`src/hw/switch_cfg_pkg.sv`:
```
// Shared constants and carrier types of the switch configuration subsystem
package switch_cfg_pkg;

	// ****************************************************************
	// Build-time defaults
	// ****************************************************************
	localparam int          PORT_HIGH_DEFAULT      = 4;
	localparam int          PORT_MAX               = 8;
	localparam logic [15:0] PORT_STATE_DEFAULT     = 16'h0120;
	localparam int          QUEUE_COUNT_DEFAULT    = 4;
	localparam logic [7:0]  RING_MASK_DEFAULT      = 8'h0e;
	localparam logic [7:0]  PARALLEL_MASK_DEFAULT  = 8'h0e;
	localparam logic [7:0]  CUT_THROUGH_DEFAULT    = 8'h06;
	localparam int          POLICING_DEFAULT       = 0;
	localparam int          POLICER_BITS_DEFAULT   = 7;
	localparam int          ADDR_TOP_DEFAULT       = 20;
	localparam logic [4:0]  MDIO_ADDR_DEFAULT      = 5'h01;

	// ****************************************************************
	// Timing
	// ****************************************************************
	localparam longint      CLOCK_HZ               = 125_000_000;
	localparam longint      CLOCK_PERIOD_NS        = 8;
	localparam longint      PPS_PERIOD_NS          = 1_000_000_000;
	localparam int          PPS_PERIOD_CYCLES      = int'(PPS_PERIOD_NS / CLOCK_PERIOD_NS);

	// ****************************************************************
	// Word address map, relative to the subsystem base
	// ****************************************************************
	localparam logic [31:0] SWITCH_OFFSET          = 32'h0001_0000;
	localparam logic [PORT_MAX-1:0][31:0] PORT_BASE_DEFAULT = {
		32'h0, 32'h0, 32'h0, 32'h0007_0000,
		32'h0006_0000, 32'h0005_0000, 32'h0004_0000, 32'h0012_0000};
	localparam logic [PORT_MAX-1:0][31:0] ADAPTER_BASE_DEFAULT = {
		32'h0, 32'h0, 32'h0, 32'h0002_0800,
		32'h0002_0600, 32'h0002_0400, 32'h0002_0200, 32'h000a_0000};
	localparam int          GROUP_LSB              = 12;
	localparam int          GROUP_COUNT            = 5;
	localparam logic [2:0]  GROUP_GENERAL          = 3'h0;
	localparam logic [2:0]  GROUP_RING             = 3'h1;
	localparam logic [2:0]  GROUP_TIME             = 3'h2;
	localparam logic [2:0]  GROUP_COUNTER          = 3'h3;
	localparam logic [2:0]  GROUP_PRIORITY         = 3'h4;
	localparam logic [11:0] SW_CONFIG_WORD         = 12'h000;
	localparam logic [11:0] SW_CONTROL_WORD        = 12'h001;

	// ****************************************************************
	// Field layouts and reset values
	// ****************************************************************
	localparam int          CFG_PORT_HIGH_LSB      = 0;
	localparam int          CFG_QUEUES_LSB         = 4;
	localparam int          CFG_POLICING_LSB       = 8;
	localparam int          CFG_COUNTERS_BIT       = 10;
	localparam int          CTRL_CUT_THROUGH_LSB   = 0;
	localparam int          CTRL_RTC_START_BIT     = 8;
	localparam int          CTRL_POLICE_STATIC_MAC_TABLE_BIT   = 9;
	localparam logic [31:0] CTRL_RESET             = 32'h0000_0000;
	localparam int          RING_CAP_BIT           = 0;
	localparam int          PARALLEL_CAP_BIT       = 1;
	localparam logic [1:0]  POLICE_NONE            = 2'h0;
	localparam logic [1:0]  POLICE_PRIORITY        = 2'h1;
	localparam logic [1:0]  POLICE_STATIC_MAC      = 2'h2;

	// ****************************************************************
	// Carriers
	// ****************************************************************
	typedef struct packed {
		logic        read;
		logic        write;
		logic [31:0] address;
		logic [31:0] writedata;
	} bus_req_type;

	typedef struct packed {
		logic        waitrequest;
		logic [31:0] readdata;
	} bus_rsp_type;

endpackage

```
`src/hw/port_unit.sv`:
```
// One switch port: state register, optional counter and indicator drive
module port_unit
	import switch_cfg_pkg::*;
#(
	parameter logic [15:0] port_state_default  = PORT_STATE_DEFAULT,
	parameter bit          counters_enable     = 1'b1,
	parameter bit          indicator_polarity  = 1'b1,
	parameter bit          traffic_led_enable  = 1'b1
) (
	// Clock and reset
	input  wire logic        i_clk,
	input  wire logic        i_rst_n,
	// Register access
	input  wire logic        i_state_write,
	input  wire logic [15:0] i_state_data,
	// Synchronised adapter status
	input  wire logic        i_link,
	input  wire logic        i_activity,
	// Outputs
	output logic      [15:0] o_state,
	output logic      [31:0] o_count,
	output logic             o_link_led,
	output logic             o_activity_led
);

	logic [15:0] next_state;
	logic        next_link_led;
	logic        next_activity_led;

	always_comb begin
		next_state        = i_state_write ? i_state_data : o_state;
		next_link_led     = indicator_polarity ? i_link : ~i_link;
		next_activity_led = traffic_led_enable ?
			(indicator_polarity ? i_activity : ~i_activity) : ~indicator_polarity;
	end

	always_ff @(posedge i_clk or negedge i_rst_n) begin
		if (!i_rst_n) begin
			o_state        <= port_state_default;
			o_link_led     <= 1'b0;
			o_activity_led <= 1'b0;
		end else begin
			o_state        <= next_state;
			o_link_led     <= next_link_led;
			o_activity_led <= next_activity_led;
		end
	end

	// ****************************************************************
	// Statistics, left out entirely when not wanted to save logic
	// ****************************************************************
	generate
		if (counters_enable) begin : g_counter
			logic        activity_prev;
			logic [31:0] next_count;
			always_comb begin
				next_count = (i_activity && !activity_prev) ? o_count + 32'h1 : o_count;
			end
			always_ff @(posedge i_clk or negedge i_rst_n) begin
				if (!i_rst_n) begin
					activity_prev <= 1'b0;
					o_count       <= 32'h0;
				end else begin
					activity_prev <= i_activity;
					o_count       <= next_count;
				end
			end
		end else begin : g_no_counter
			assign o_count = 32'h0;
		end
	endgenerate
endmodule

```
`src/hw/switch_cfg_subsystem.sv`:
```
// Switch subsystem configuration, two-master register decoder and port state
module switch_cfg_subsystem
	import switch_cfg_pkg::*;
#(
	parameter int                        port_high                     = PORT_HIGH_DEFAULT,
	parameter logic [15:0]               port_state_default            = PORT_STATE_DEFAULT,
	parameter bit                        counters_enable               = 1'b1,
	parameter int                        priority_queue_count          = QUEUE_COUNT_DEFAULT,
	parameter logic [7:0]                ring_redundancy_port_mask     = RING_MASK_DEFAULT,
	parameter logic [7:0]                parallel_redundancy_port_mask = PARALLEL_MASK_DEFAULT,
	parameter logic [7:0]                cut_through_port_mask         = CUT_THROUGH_DEFAULT,
	parameter int                        policing_mode                 = POLICING_DEFAULT,
	parameter int                        policer_count_bits            = POLICER_BITS_DEFAULT,
	parameter longint                    system_clock_hz_param         = CLOCK_HZ,
	parameter int                        bus_address_top_bit           = ADDR_TOP_DEFAULT,
	parameter bit                        indicator_polarity            = 1'b1,
	parameter bit                        slave_a_enable                = 1'b1,
	parameter bit                        slave_b_enable                = 1'b1,
	parameter bit                        traffic_led_enable            = 1'b1,
	parameter bit                        rtc_autostart                 = 1'b1,
	parameter bit                        pps_enable                    = 1'b1,
	parameter logic [4:0]                mdio_addr_default             = MDIO_ADDR_DEFAULT,
	parameter bit                        mdio_addr_ext_enable          = 1'b0,
	parameter int                        pps_period_cycles             = PPS_PERIOD_CYCLES,
	parameter logic [PORT_MAX-1:0][31:0] port_base                     = PORT_BASE_DEFAULT,
	parameter logic [PORT_MAX-1:0][31:0] adapter_base                  = ADAPTER_BASE_DEFAULT
) (
	// Clock and reset
	input  wire logic                      i_clk,
	input  wire logic                      i_arst_n,
	// Slave A, processor side
	input  wire switch_cfg_pkg::bus_req_type i_bus_a,
	output switch_cfg_pkg::bus_rsp_type    o_bus_a,
	// Slave B, MDIO bridge side
	input  wire switch_cfg_pkg::bus_req_type i_bus_b,
	output switch_cfg_pkg::bus_rsp_type    o_bus_b,
	// Adapter status pins
	input  wire logic [port_high:0]        i_link_up,
	input  wire logic [port_high:0]        i_activity,
	input  wire logic [4:0]                i_mdio_addr_ext,
	// Port controls and indicators
	output logic      [port_high:0][15:0]  o_port_state,
	output logic      [port_high:0]        o_link_led,
	output logic      [port_high:0]        o_activity_led,
	output logic      [port_high:0]        o_cut_through_ports,
	output logic      [1:0]                o_policing_select,
	// Real-time clock and management address
	output logic                           o_pps,
	output logic      [31:0]               o_rtc_seconds,
	output logic      [4:0]                o_mdio_phy_addr
);

	localparam int          PORTS     = port_high + 1;
	localparam logic [31:0] ADDR_MASK = 32'((64'h1 << (bus_address_top_bit + 1)) - 64'h1);
	localparam logic [31:0] POLICERS  = (policing_mode == 0) ? 32'h0 :
		32'(64'h1 << policer_count_bits);

	// ****************************************************************
	// Elaboration checks
	// ****************************************************************
	generate
		if (PORTS < 1 || PORTS > PORT_MAX) begin : g_bad_ports
			$error("port_high out of range");
		end
		if (priority_queue_count != 4 && priority_queue_count != 8) begin : g_bad_queues
			$error("priority_queue_count must be 4 or 8");
		end
		if (policing_mode < 0 || policing_mode > 3) begin : g_bad_police
			$error("policing_mode must be 0 to 3");
		end
		if (policer_count_bits < 0 || policer_count_bits > 31) begin : g_bad_policers
			$error("policer_count_bits out of range");
		end
		if (bus_address_top_bit < GROUP_LSB + 3 || bus_address_top_bit > 31) begin : g_bad_addr
			$error("bus_address_top_bit out of range");
		end
		if (pps_period_cycles < 3) begin : g_bad_pps
			$error("pps_period_cycles too small");
		end
	endgenerate

	// ****************************************************************
	// Reset release and pin synchronisers
	// ****************************************************************
	logic                rst_meta;
	logic                rst_n;
	logic [port_high:0]  link_meta;
	logic [port_high:0]  link_sync;
	logic [port_high:0]  act_meta;
	logic [port_high:0]  act_sync;
	logic [4:0]          mdio_meta;
	logic [4:0]          mdio_sync;

	always_ff @(posedge i_clk or negedge i_arst_n) begin
		if (!i_arst_n) begin
			rst_meta <= 1'b0;
			rst_n    <= 1'b0;
		end else begin
			rst_meta <= 1'b1;
			rst_n    <= rst_meta;
		end
	end

	always_ff @(posedge i_clk or negedge rst_n) begin
		if (!rst_n) begin
			link_meta <= '0;
			link_sync <= '0;
			act_meta  <= '0;
			act_sync  <= '0;
			mdio_meta <= 5'h0;
			mdio_sync <= 5'h0;
		end else begin
			link_meta <= i_link_up;
			link_sync <= link_meta;
			act_meta  <= i_activity;
			act_sync  <= act_meta;
			mdio_meta <= i_mdio_addr_ext;
			mdio_sync <= mdio_meta;
		end
	end

	// ****************************************************************
	// Ports
	// ****************************************************************
	logic [port_high:0]        state_write;
	logic [port_high:0][31:0]  port_count;
	bus_req_type               sel;
	logic [31:0]               ctrl;

	generate
		for (genvar p = 0; p < PORTS; p++) begin : g_port
			port_unit #(
				.port_state_default (port_state_default),
				.counters_enable    (counters_enable),
				.indicator_polarity (indicator_polarity),
				.traffic_led_enable (traffic_led_enable)
			) u_port (
				.i_clk          (i_clk),
				.i_rst_n        (rst_n),
				.i_state_write  (state_write[p]),
				.i_state_data   (sel.writedata[15:0]),
				.i_link         (link_sync[p]),
				.i_activity     (act_sync[p]),
				.o_state        (o_port_state[p]),
				.o_count        (port_count[p]),
				.o_link_led     (o_link_led[p]),
				.o_activity_led (o_activity_led[p])
			);
		end
	endgenerate

	// ****************************************************************
	// Arbitration and decode
	// ****************************************************************
	// A wins ties; each grant opens waitrequest for exactly one cycle
	logic         grant_a;
	logic         grant_b;
	logic [31:0]  word;
	logic [31:0]  off;
	logic [31:0]  rdata;
	logic         hit;
	logic         ctrl_write;

	always_comb begin
		grant_a     = slave_a_enable && (i_bus_a.read || i_bus_a.write) && o_bus_a.waitrequest;
		grant_b     = slave_b_enable && (i_bus_b.read || i_bus_b.write) && o_bus_b.waitrequest &&
			!grant_a;
		sel         = grant_a ? i_bus_a : i_bus_b;
		word        = sel.address & ADDR_MASK;
		off         = 32'h0;
		rdata       = 32'h0;
		hit         = 1'b0;
		ctrl_write  = 1'b0;
		state_write = '0;
		if ((word & 32'hffff_f000) == SWITCH_OFFSET) begin
			if (word[11:0] == SW_CONFIG_WORD) begin
				hit   = 1'b1;
				rdata = (32'(port_high) << CFG_PORT_HIGH_LSB) |
					(32'(priority_queue_count) << CFG_QUEUES_LSB) |
					(32'(policing_mode) << CFG_POLICING_LSB) |
					(32'(counters_enable) << CFG_COUNTERS_BIT);
			end else if (word[11:0] == SW_CONTROL_WORD) begin
				hit        = 1'b1;
				rdata      = ctrl;
				ctrl_write = sel.write;
			end
		end
		for (int p = 0; p < PORTS; p++) begin
			off = word - port_base[p];
			if (word >= port_base[p] && off < (32'(GROUP_COUNT) << GROUP_LSB) &&
				off[11:0] == 12'h0) begin
				case (off[GROUP_LSB+2:GROUP_LSB])
					GROUP_GENERAL: begin
						hit            = 1'b1;
						rdata          = {16'h0, o_port_state[p]};
						state_write[p] = sel.write && (grant_a || grant_b);
					end
					GROUP_RING: begin
						if (ring_redundancy_port_mask[p] || parallel_redundancy_port_mask[p]) begin
							hit   = 1'b1;
							rdata = (32'(ring_redundancy_port_mask[p]) << RING_CAP_BIT) |
								(32'(parallel_redundancy_port_mask[p]) << PARALLEL_CAP_BIT);
						end
					end
					GROUP_TIME: begin
						hit   = 1'b1;
						rdata = o_rtc_seconds;
					end
					GROUP_COUNTER: begin
						hit   = counters_enable;
						rdata = port_count[p];
					end
					GROUP_PRIORITY: begin
						hit   = 1'b1;
						rdata = POLICERS;
					end
					default: begin
						hit = 1'b0;
					end
				endcase
			end
			if (word == adapter_base[p]) begin
				hit   = 1'b1;
				rdata = {31'h0, link_sync[p]};
			end
		end
	end

	// ****************************************************************
	// Control register and derived controls
	// ****************************************************************
	logic [31:0]        next_ctrl;
	logic [port_high:0] next_cut_through;
	logic [1:0]         next_police;
	bus_rsp_type        next_rsp_a;
	bus_rsp_type        next_rsp_b;
	logic [4:0]         next_mdio;

	always_comb begin
		next_ctrl        = (ctrl_write && (grant_a || grant_b)) ? sel.writedata : ctrl;
		next_cut_through = ctrl[CTRL_CUT_THROUGH_LSB +: PORTS] &
			cut_through_port_mask[port_high:0] & ring_redundancy_port_mask[port_high:0];
		case (policing_mode)
			1: next_police = POLICE_PRIORITY;
			2: next_police = POLICE_STATIC_MAC;
			3: next_police = ctrl[CTRL_POLICE_STATIC_MAC_TABLE_BIT] ? POLICE_STATIC_MAC : POLICE_PRIORITY;
			default: next_police = POLICE_NONE;
		endcase
		next_rsp_a.waitrequest = !grant_a;
		next_rsp_a.readdata    = grant_a ? rdata : o_bus_a.readdata;
		next_rsp_b.waitrequest = !grant_b;
		next_rsp_b.readdata    = grant_b ? rdata : o_bus_b.readdata;
		next_mdio              = mdio_addr_ext_enable ? mdio_sync : mdio_addr_default;
	end

	always_ff @(posedge i_clk or negedge rst_n) begin
		if (!rst_n) begin
			ctrl                <= CTRL_RESET;
			o_cut_through_ports <= '0;
			o_policing_select   <= POLICE_NONE;
			o_bus_a             <= '{waitrequest: 1'b1, readdata: 32'h0};
			o_bus_b             <= '{waitrequest: 1'b1, readdata: 32'h0};
			o_mdio_phy_addr     <= 5'h0;
		end else begin
			ctrl                <= next_ctrl;
			o_cut_through_ports <= next_cut_through;
			o_policing_select   <= next_police;
			o_bus_a             <= next_rsp_a;
			o_bus_b             <= next_rsp_b;
			o_mdio_phy_addr     <= next_mdio;
		end
	end

	// ****************************************************************
	// Real-time clock
	// ****************************************************************
	// Whole seconds only; sub-second phase is the cycle counter
	logic [31:0] rtc_cycles;
	logic [31:0] next_rtc_cycles;
	logic [31:0] next_seconds;
	logic        next_pps;
	logic        rtc_run;

	always_comb begin
		rtc_run         = rtc_autostart || ctrl[CTRL_RTC_START_BIT];
		next_rtc_cycles = rtc_cycles;
		next_seconds    = o_rtc_seconds;
		next_pps        = 1'b0;
		if (rtc_run) begin
			if (rtc_cycles == 32'(pps_period_cycles - 1)) begin
				next_rtc_cycles = 32'h0;
				next_seconds    = o_rtc_seconds + 32'h1;
				next_pps        = pps_enable;
			end else begin
				next_rtc_cycles = rtc_cycles + 32'h1;
			end
		end
	end

	always_ff @(posedge i_clk or negedge rst_n) begin
		if (!rst_n) begin
			rtc_cycles    <= 32'h0;
			o_rtc_seconds <= 32'h0;
			o_pps         <= 1'b0;
		end else begin
			rtc_cycles    <= next_rtc_cycles;
			o_rtc_seconds <= next_seconds;
			o_pps         <= next_pps;
		end
	end
endmodule

```
`config.mk`:
```
export PLATFORM = sky130hd
export DESIGN_NAME = switch_cfg_subsystem
export DESIGN_NICKNAME = d
export VERILOG_FILES = /design/src/hw/switch_cfg_pkg.sv /design/src/hw/port_unit.sv /design/src/hw/switch_cfg_subsystem.sv
export SDC_FILE = /design/constraint.sdc
export NUM_CORES = 1
export LEC_CHECK = 0
export BUFFER_PORTS_ARGS = -buffer_cell sky130_fd_sc_hd__buf_2
export CAP_MARGIN = 20
export CORE_MARGIN = 2
export CORE_UTILIZATION = 30
export DETAILED_ROUTE_END_ITERATION = 10
export MAX_ROUTING_LAYER = met4
export PLACE_DENSITY = 0.47
export SLEW_MARGIN = 40
export SYNTH_ARGS = -nofsm -noshare
export SYNTH_HDL_FRONTEND = slang
export SYNTH_SLANG_ARGS = --single-unit
```
`constraint.sdc`:
```
create_clock -name i_clk -period 22.9 [get_ports i_clk]
set_input_delay 4.58 -clock i_clk [delete_from_list [all_inputs] [get_ports i_clk]]
set_output_delay 4.58 -clock i_clk [all_outputs]
set_load 0.01 [all_outputs]
```
==> reports/summary.txt <==
PWR
------------------------------------------------------------------------------
Internal ........................................................     1.375 mW
Sequential power share ..........................................        44.7%
Worst vdd rail ir drop ..........................................   0.06601 mV
Fraction of power spent switching nets ..........................       27.65%
Reported net switching power ....................................     525.4 uW
Combinational Power Share .......................................         9.7%
Pwr/cell area ................................................... 71.94 nW/um2
Leakage component of the power ..................................     11.91 nW
Clock power frac ................................................        45.6%

STA
------------------------------------------------------------------------------
Fraction of the cycle the final worst path needs ................       38.32%
Final worst path period need ....................................     8.774 ns
Max Clock Freq ..................................................    114.0 MHz
Total count of hold-check failures in the final report ..........            0
Unrepaired setup endpoints after global routing .................           no
Final setup TNS .................................................         0 ns
Setup violation total in the final timing report ................            0
Setup skew after layout .........................................   0.03690 ns
Rel. slew slack .................................................       40.30%
Slew at the pin closest to its max-slew limit ...................    0.8874 ns
Final Max Slew Viols ............................................            0

SYNTHESIS
------------------------------------------------------------------------------
Mapped Area .....................................................    22110 um2
Sequential share of the synthesized area ........................       49.64%
Register bit total from synthesis ...............................          438
Number of warnings issued by yosys ..............................            0
Share of flip-flops with an asynchronous set or reset ...........       100.0%
Post-Syn Instances ..............................................         2250
Most frequently used flop master after synthesis ................      dfrtp_1
Count of unique library cells instantiated by Yosys .............           84
Count of flip-flops with a built-in enable after synthesis ......            0
Mean Syn Cell Area ..............................................    9.827 um2

CRITICAL PATH
------------------------------------------------------------------------------
Data required, critical path ....................................     23.44 ns
Startpoint kind of the worst setup timing path ..................   input port
Cell with the most instances on the worst path ..................        buf_4
Slowest library cell on the worst path ..........................       and2_1
Crit-path cells ................................................. buf_2 > o21a_1 > buf_4 > inv_8 > mux2i_1 > inv_1 > ha_1 > nor2b_1 > o211ai_1 > a211oi_2 > and2_1 > buf_4 > a222oi_1 > o211a_1 > o21ai_0
Max incr delay on CP ............................................      0.59 ns
Type of element capturing the critical path .....................    flip-flop
Data arrival at the endpoint of the critical path ...............      9.31 ns
RR Startpoint ...................................................  o_bus_a[32]
Type of the setup path with the least slack ..................... input port to flip-flop
Critical Path Start .............................................  i_bus_a[65]
Largest fanout of any net on the critical path ..................           73

CLOCK NETWORK
------------------------------------------------------------------------------
TritonCTS clock tree ............................................         done
Clock-pin slew on the worst setup and hold paths ................      0.06 ns
Number of buffers inserted to repair setup after CTS ............            0
Clock Path Buffers ..............................................            3
Number of instances resized during post-cts repair ..............            0
Number of sinks on the clock net ................................          438
Latest clock arrival within the worst-skew pair .................      0.64 ns
CTS buffer count ................................................           52
Number of H-tree levels .........................................            2
Clock Root Buffer ...............................................    clkbuf_16
Total of hold buffers inserted after clock tree synthesis .......            0

ROUTE
------------------------------------------------------------------------------
DR pass1 iterations .............................................            7
Number of nets still failing antenna checks after routing .......            0
Number of vias per cell after detailed routing ..................        5.268
Iteration-0 DRC Markers .........................................         1474
Detailed-route via count ........................................        18540
Final Routed Wirelength .........................................     81.42 mm
Routed wire per std cell ........................................     23.14 um
DRC violation count after routing ...............................            0

PLACED DESIGN
------------------------------------------------------------------------------
I/O Buffers .....................................................          313
Placed cell area ................................................    24580 um2
Last weighted congestion value of the routability-driven placer .       0.8675
Half-perimeter wire length after placement ......................     60.39 mm

FINISH
------------------------------------------------------------------------------
Final Instance Area .............................................    26420 um2
Number of nets in the layout ....................................         2676
Proportion of layout cells with a drive suffix above 1 ..........       20.91%
Number of filler instances in the final layout ..................         7467
Layout-stage area growth over the synthesis result ..............       19.49%

FLOORPLANNING
------------------------------------------------------------------------------
Number of placed I/O pins .......................................          350
Placeable core region ...........................................    72960 um2
Number of standard-cell rows in the floorplan ...................           99
Chip height .....................................................     275.5 um
Die area ........................................................    75890 um2
Die Width .......................................................     275.5 um
Initial standard-cell utilization of the core ...................       30.30%

RUN STATUS
------------------------------------------------------------------------------
Run status ...................................................... complete, no violations

GLOBAL ROUTING
------------------------------------------------------------------------------
Remaining global-route overflow .................................            0
Initial antenna violation count .................................            2
Pin count of the biggest net entering global routing ............           76
Via count of the first global-routing pass ......................        18290
Global-route wire length before repair ..........................     120.8 mm
Total Routing Usage GR ..........................................       21.96%

WORST HOLD PATH
------------------------------------------------------------------------------
Min-Delay Path Class ............................................ flip-flop to asynchronous set/reset pin

FLOW RUN
------------------------------------------------------------------------------
Max-cap viol count ..............................................            0

cell type report:
cell class	instances	area [um2]	area share (%)
diodes	2	5.005	0.01894
clock inverters	29	340.3	1.288
clock buffers	67	1448	5.480
flip-flops and latches	438	10980	41.56
inverters	37	146.4	0.5541
repair buffers	356	1937	7.331
multi-input cells	1631	10360	39.23
well taps	959	1200	4.542
state kept, by name, indices dropped and copies added, names as in the netlist, 2 cells and up:
| signal | flops |
|---|---|
| o_bus_b | 33 |
| link_meta | 5 |
| g_port.u_port.o_state | 80 |
| link_sync | 5 |
| ctrl | 32 |
| act_meta | 5 |
| o_cut_through_ports | 2 |
| g_port.u_port.g_counter.activity_prev | 5 |
| o_bus_a | 33 |
| act_sync | 5 |
| g_port.u_port.o_link_led | 5 |
| g_port.u_port.o_count | 160 |
| o_rtc_seconds | 32 |
| rtc_cycles | 32 |
power by group through the flow:
stage | combinational [mW] | clock (mW) | sequential [mW]
2_1_floorplan | 0.111 | 0 | 0.860
3_3_place_gp | 0.178 | 0 | 0.862
3_5_place_dp | 0.184 | 0 | 0.863
4_1_cts | 0.184 | 0.889 | 0.850
5_1_grt | 0.204 | 0.921 | 0.853
6_report | 0.185 | 0.867 | 0.849
metal layers:
| metal | part of all wire (%) | vias to the layer above | GRT usage (%) |
|---|---|---|---|
| met5 | 0 | - | - |
| met4 | 2.9 | 0 | 6.700 |
| met3 | 6.1 | 112 | 2.862 |
| met2 | 46 | 613 | 34.03 |
| met1 | 45 | 9261 | 29.87 |
| li1 | - | 8552 | - |
cells in the mapped netlist (all sizes together), types with 12 or more instances:
library cell | n | share of area (%)
buf | 83 | 2.3
o21ai | 185 | 4.2
nand3 | 84 | 1.9
a22oi | 26 | 0.91
and3 | 40 | 1.1
clkbuf | 70 | 1.2
nand2 | 292 | 5.0
a222oi | 13 | 0.59
a211oi | 20 | 0.75
mux2 | 15 | 0.76
nor3 | 24 | 0.57
mux2i | 53 | 2.5
a21oi | 123 | 2.8
nand4 | 69 | 2.0
nor4 | 15 | 0.58
inv | 37 | 0.66
a22o | 94 | 3.7
nor2 | 170 | 2.9
xor2 | 64 | 2.5
and4 | 16 | 0.63
and2 | 13 | 0.37
a2111oi | 16 | 1.1
o2bb2ai | 13 | 0.51
dfrtp | 426 | 48
nor2b | 18 | 0.51
xnor2 | 150 | 5.9
dfstp | 12 | 1.4
per-stage QoR:
| stage | util, % | std cells | hold slack, ns | worst slack, ns | power [mW] |
|---|---|---|---|---|---|
| after floorplan | - | 2259 | 0.3312 | 9.809 | 0.9712 |
| after global placement | 33.57 | 3419 | 0.3342 | 13.63 | 1.040 |
| after detailed placement | 33.68 | 3420 | 0.3356 | 13.62 | 1.047 |
| after CTS | 36.14 | 3516 | 0.3498 | 14.27 | 1.923 |
| after global routing | 36.21 | 3518 | 0.2307 | 14.03 | 1.978 |
| final | 36.21 | 3519 | 0.2026 | 14.13 | 1.901 |
critical path, delay by kind of cell:
| kind | cells | cell delay (ns) |
|---|---|---|
| mux | 1 | 0.40 |
| simple gates | 2 | 0.73 |
| buf+inv | 5 | 1.46 |
| compound gates | 6 | 1.72 |
| fa+ha+maj | 1 | 0.30 |
worst paths after layout:
check                           slack (ns)  cells after the start            endpoint
worst max register to register       17.75                     14          o_bus_b[8]
worst min register to register        0.20                      0  o_mdio_phy_addr[0]
min in group i_clk                    0.35                      0        link_sync[3]
max in group asynchronous            19.06                      1               rst_n
worst max-delay path                 14.13                     15          o_bus_b[8]
worst min-delay path                  0.20                      0  o_mdio_phy_addr[0]
placed cells by master (no fill, tap or decap), types with 25 or more instances in the layout:
cell,netlist,layout
nand4_1,69,69
clkbuf_16,0,52
buf_4,23,35
dfrtp_1,426,425
buf_2,42,313
xor2_1,64,64
nor2_1,169,166
o21ai_1,31,31
a22oi_1,25,25
a22o_1,94,94
nand3_1,84,84
mux2i_1,51,43
a21oi_1,122,122
o21ai_0,154,154
and3_1,40,40
nand2_1,292,291
inv_1,36,35
xnor2_1,150,150
kinds of logic after synthesis:
family | share of synthesized area (%)
AND/OR/NAND/NOR | 16.77
AO/OA/AOI/OAI | 17.06
flip-flops | 49.64
XOR/XNOR | 8.477
buffers and inverters | 4.154
multiplexers | 3.237
adder cells (fa/ha/maj) | 0.6225
other | 0.03397
Power figures use the tool's default switching activity.
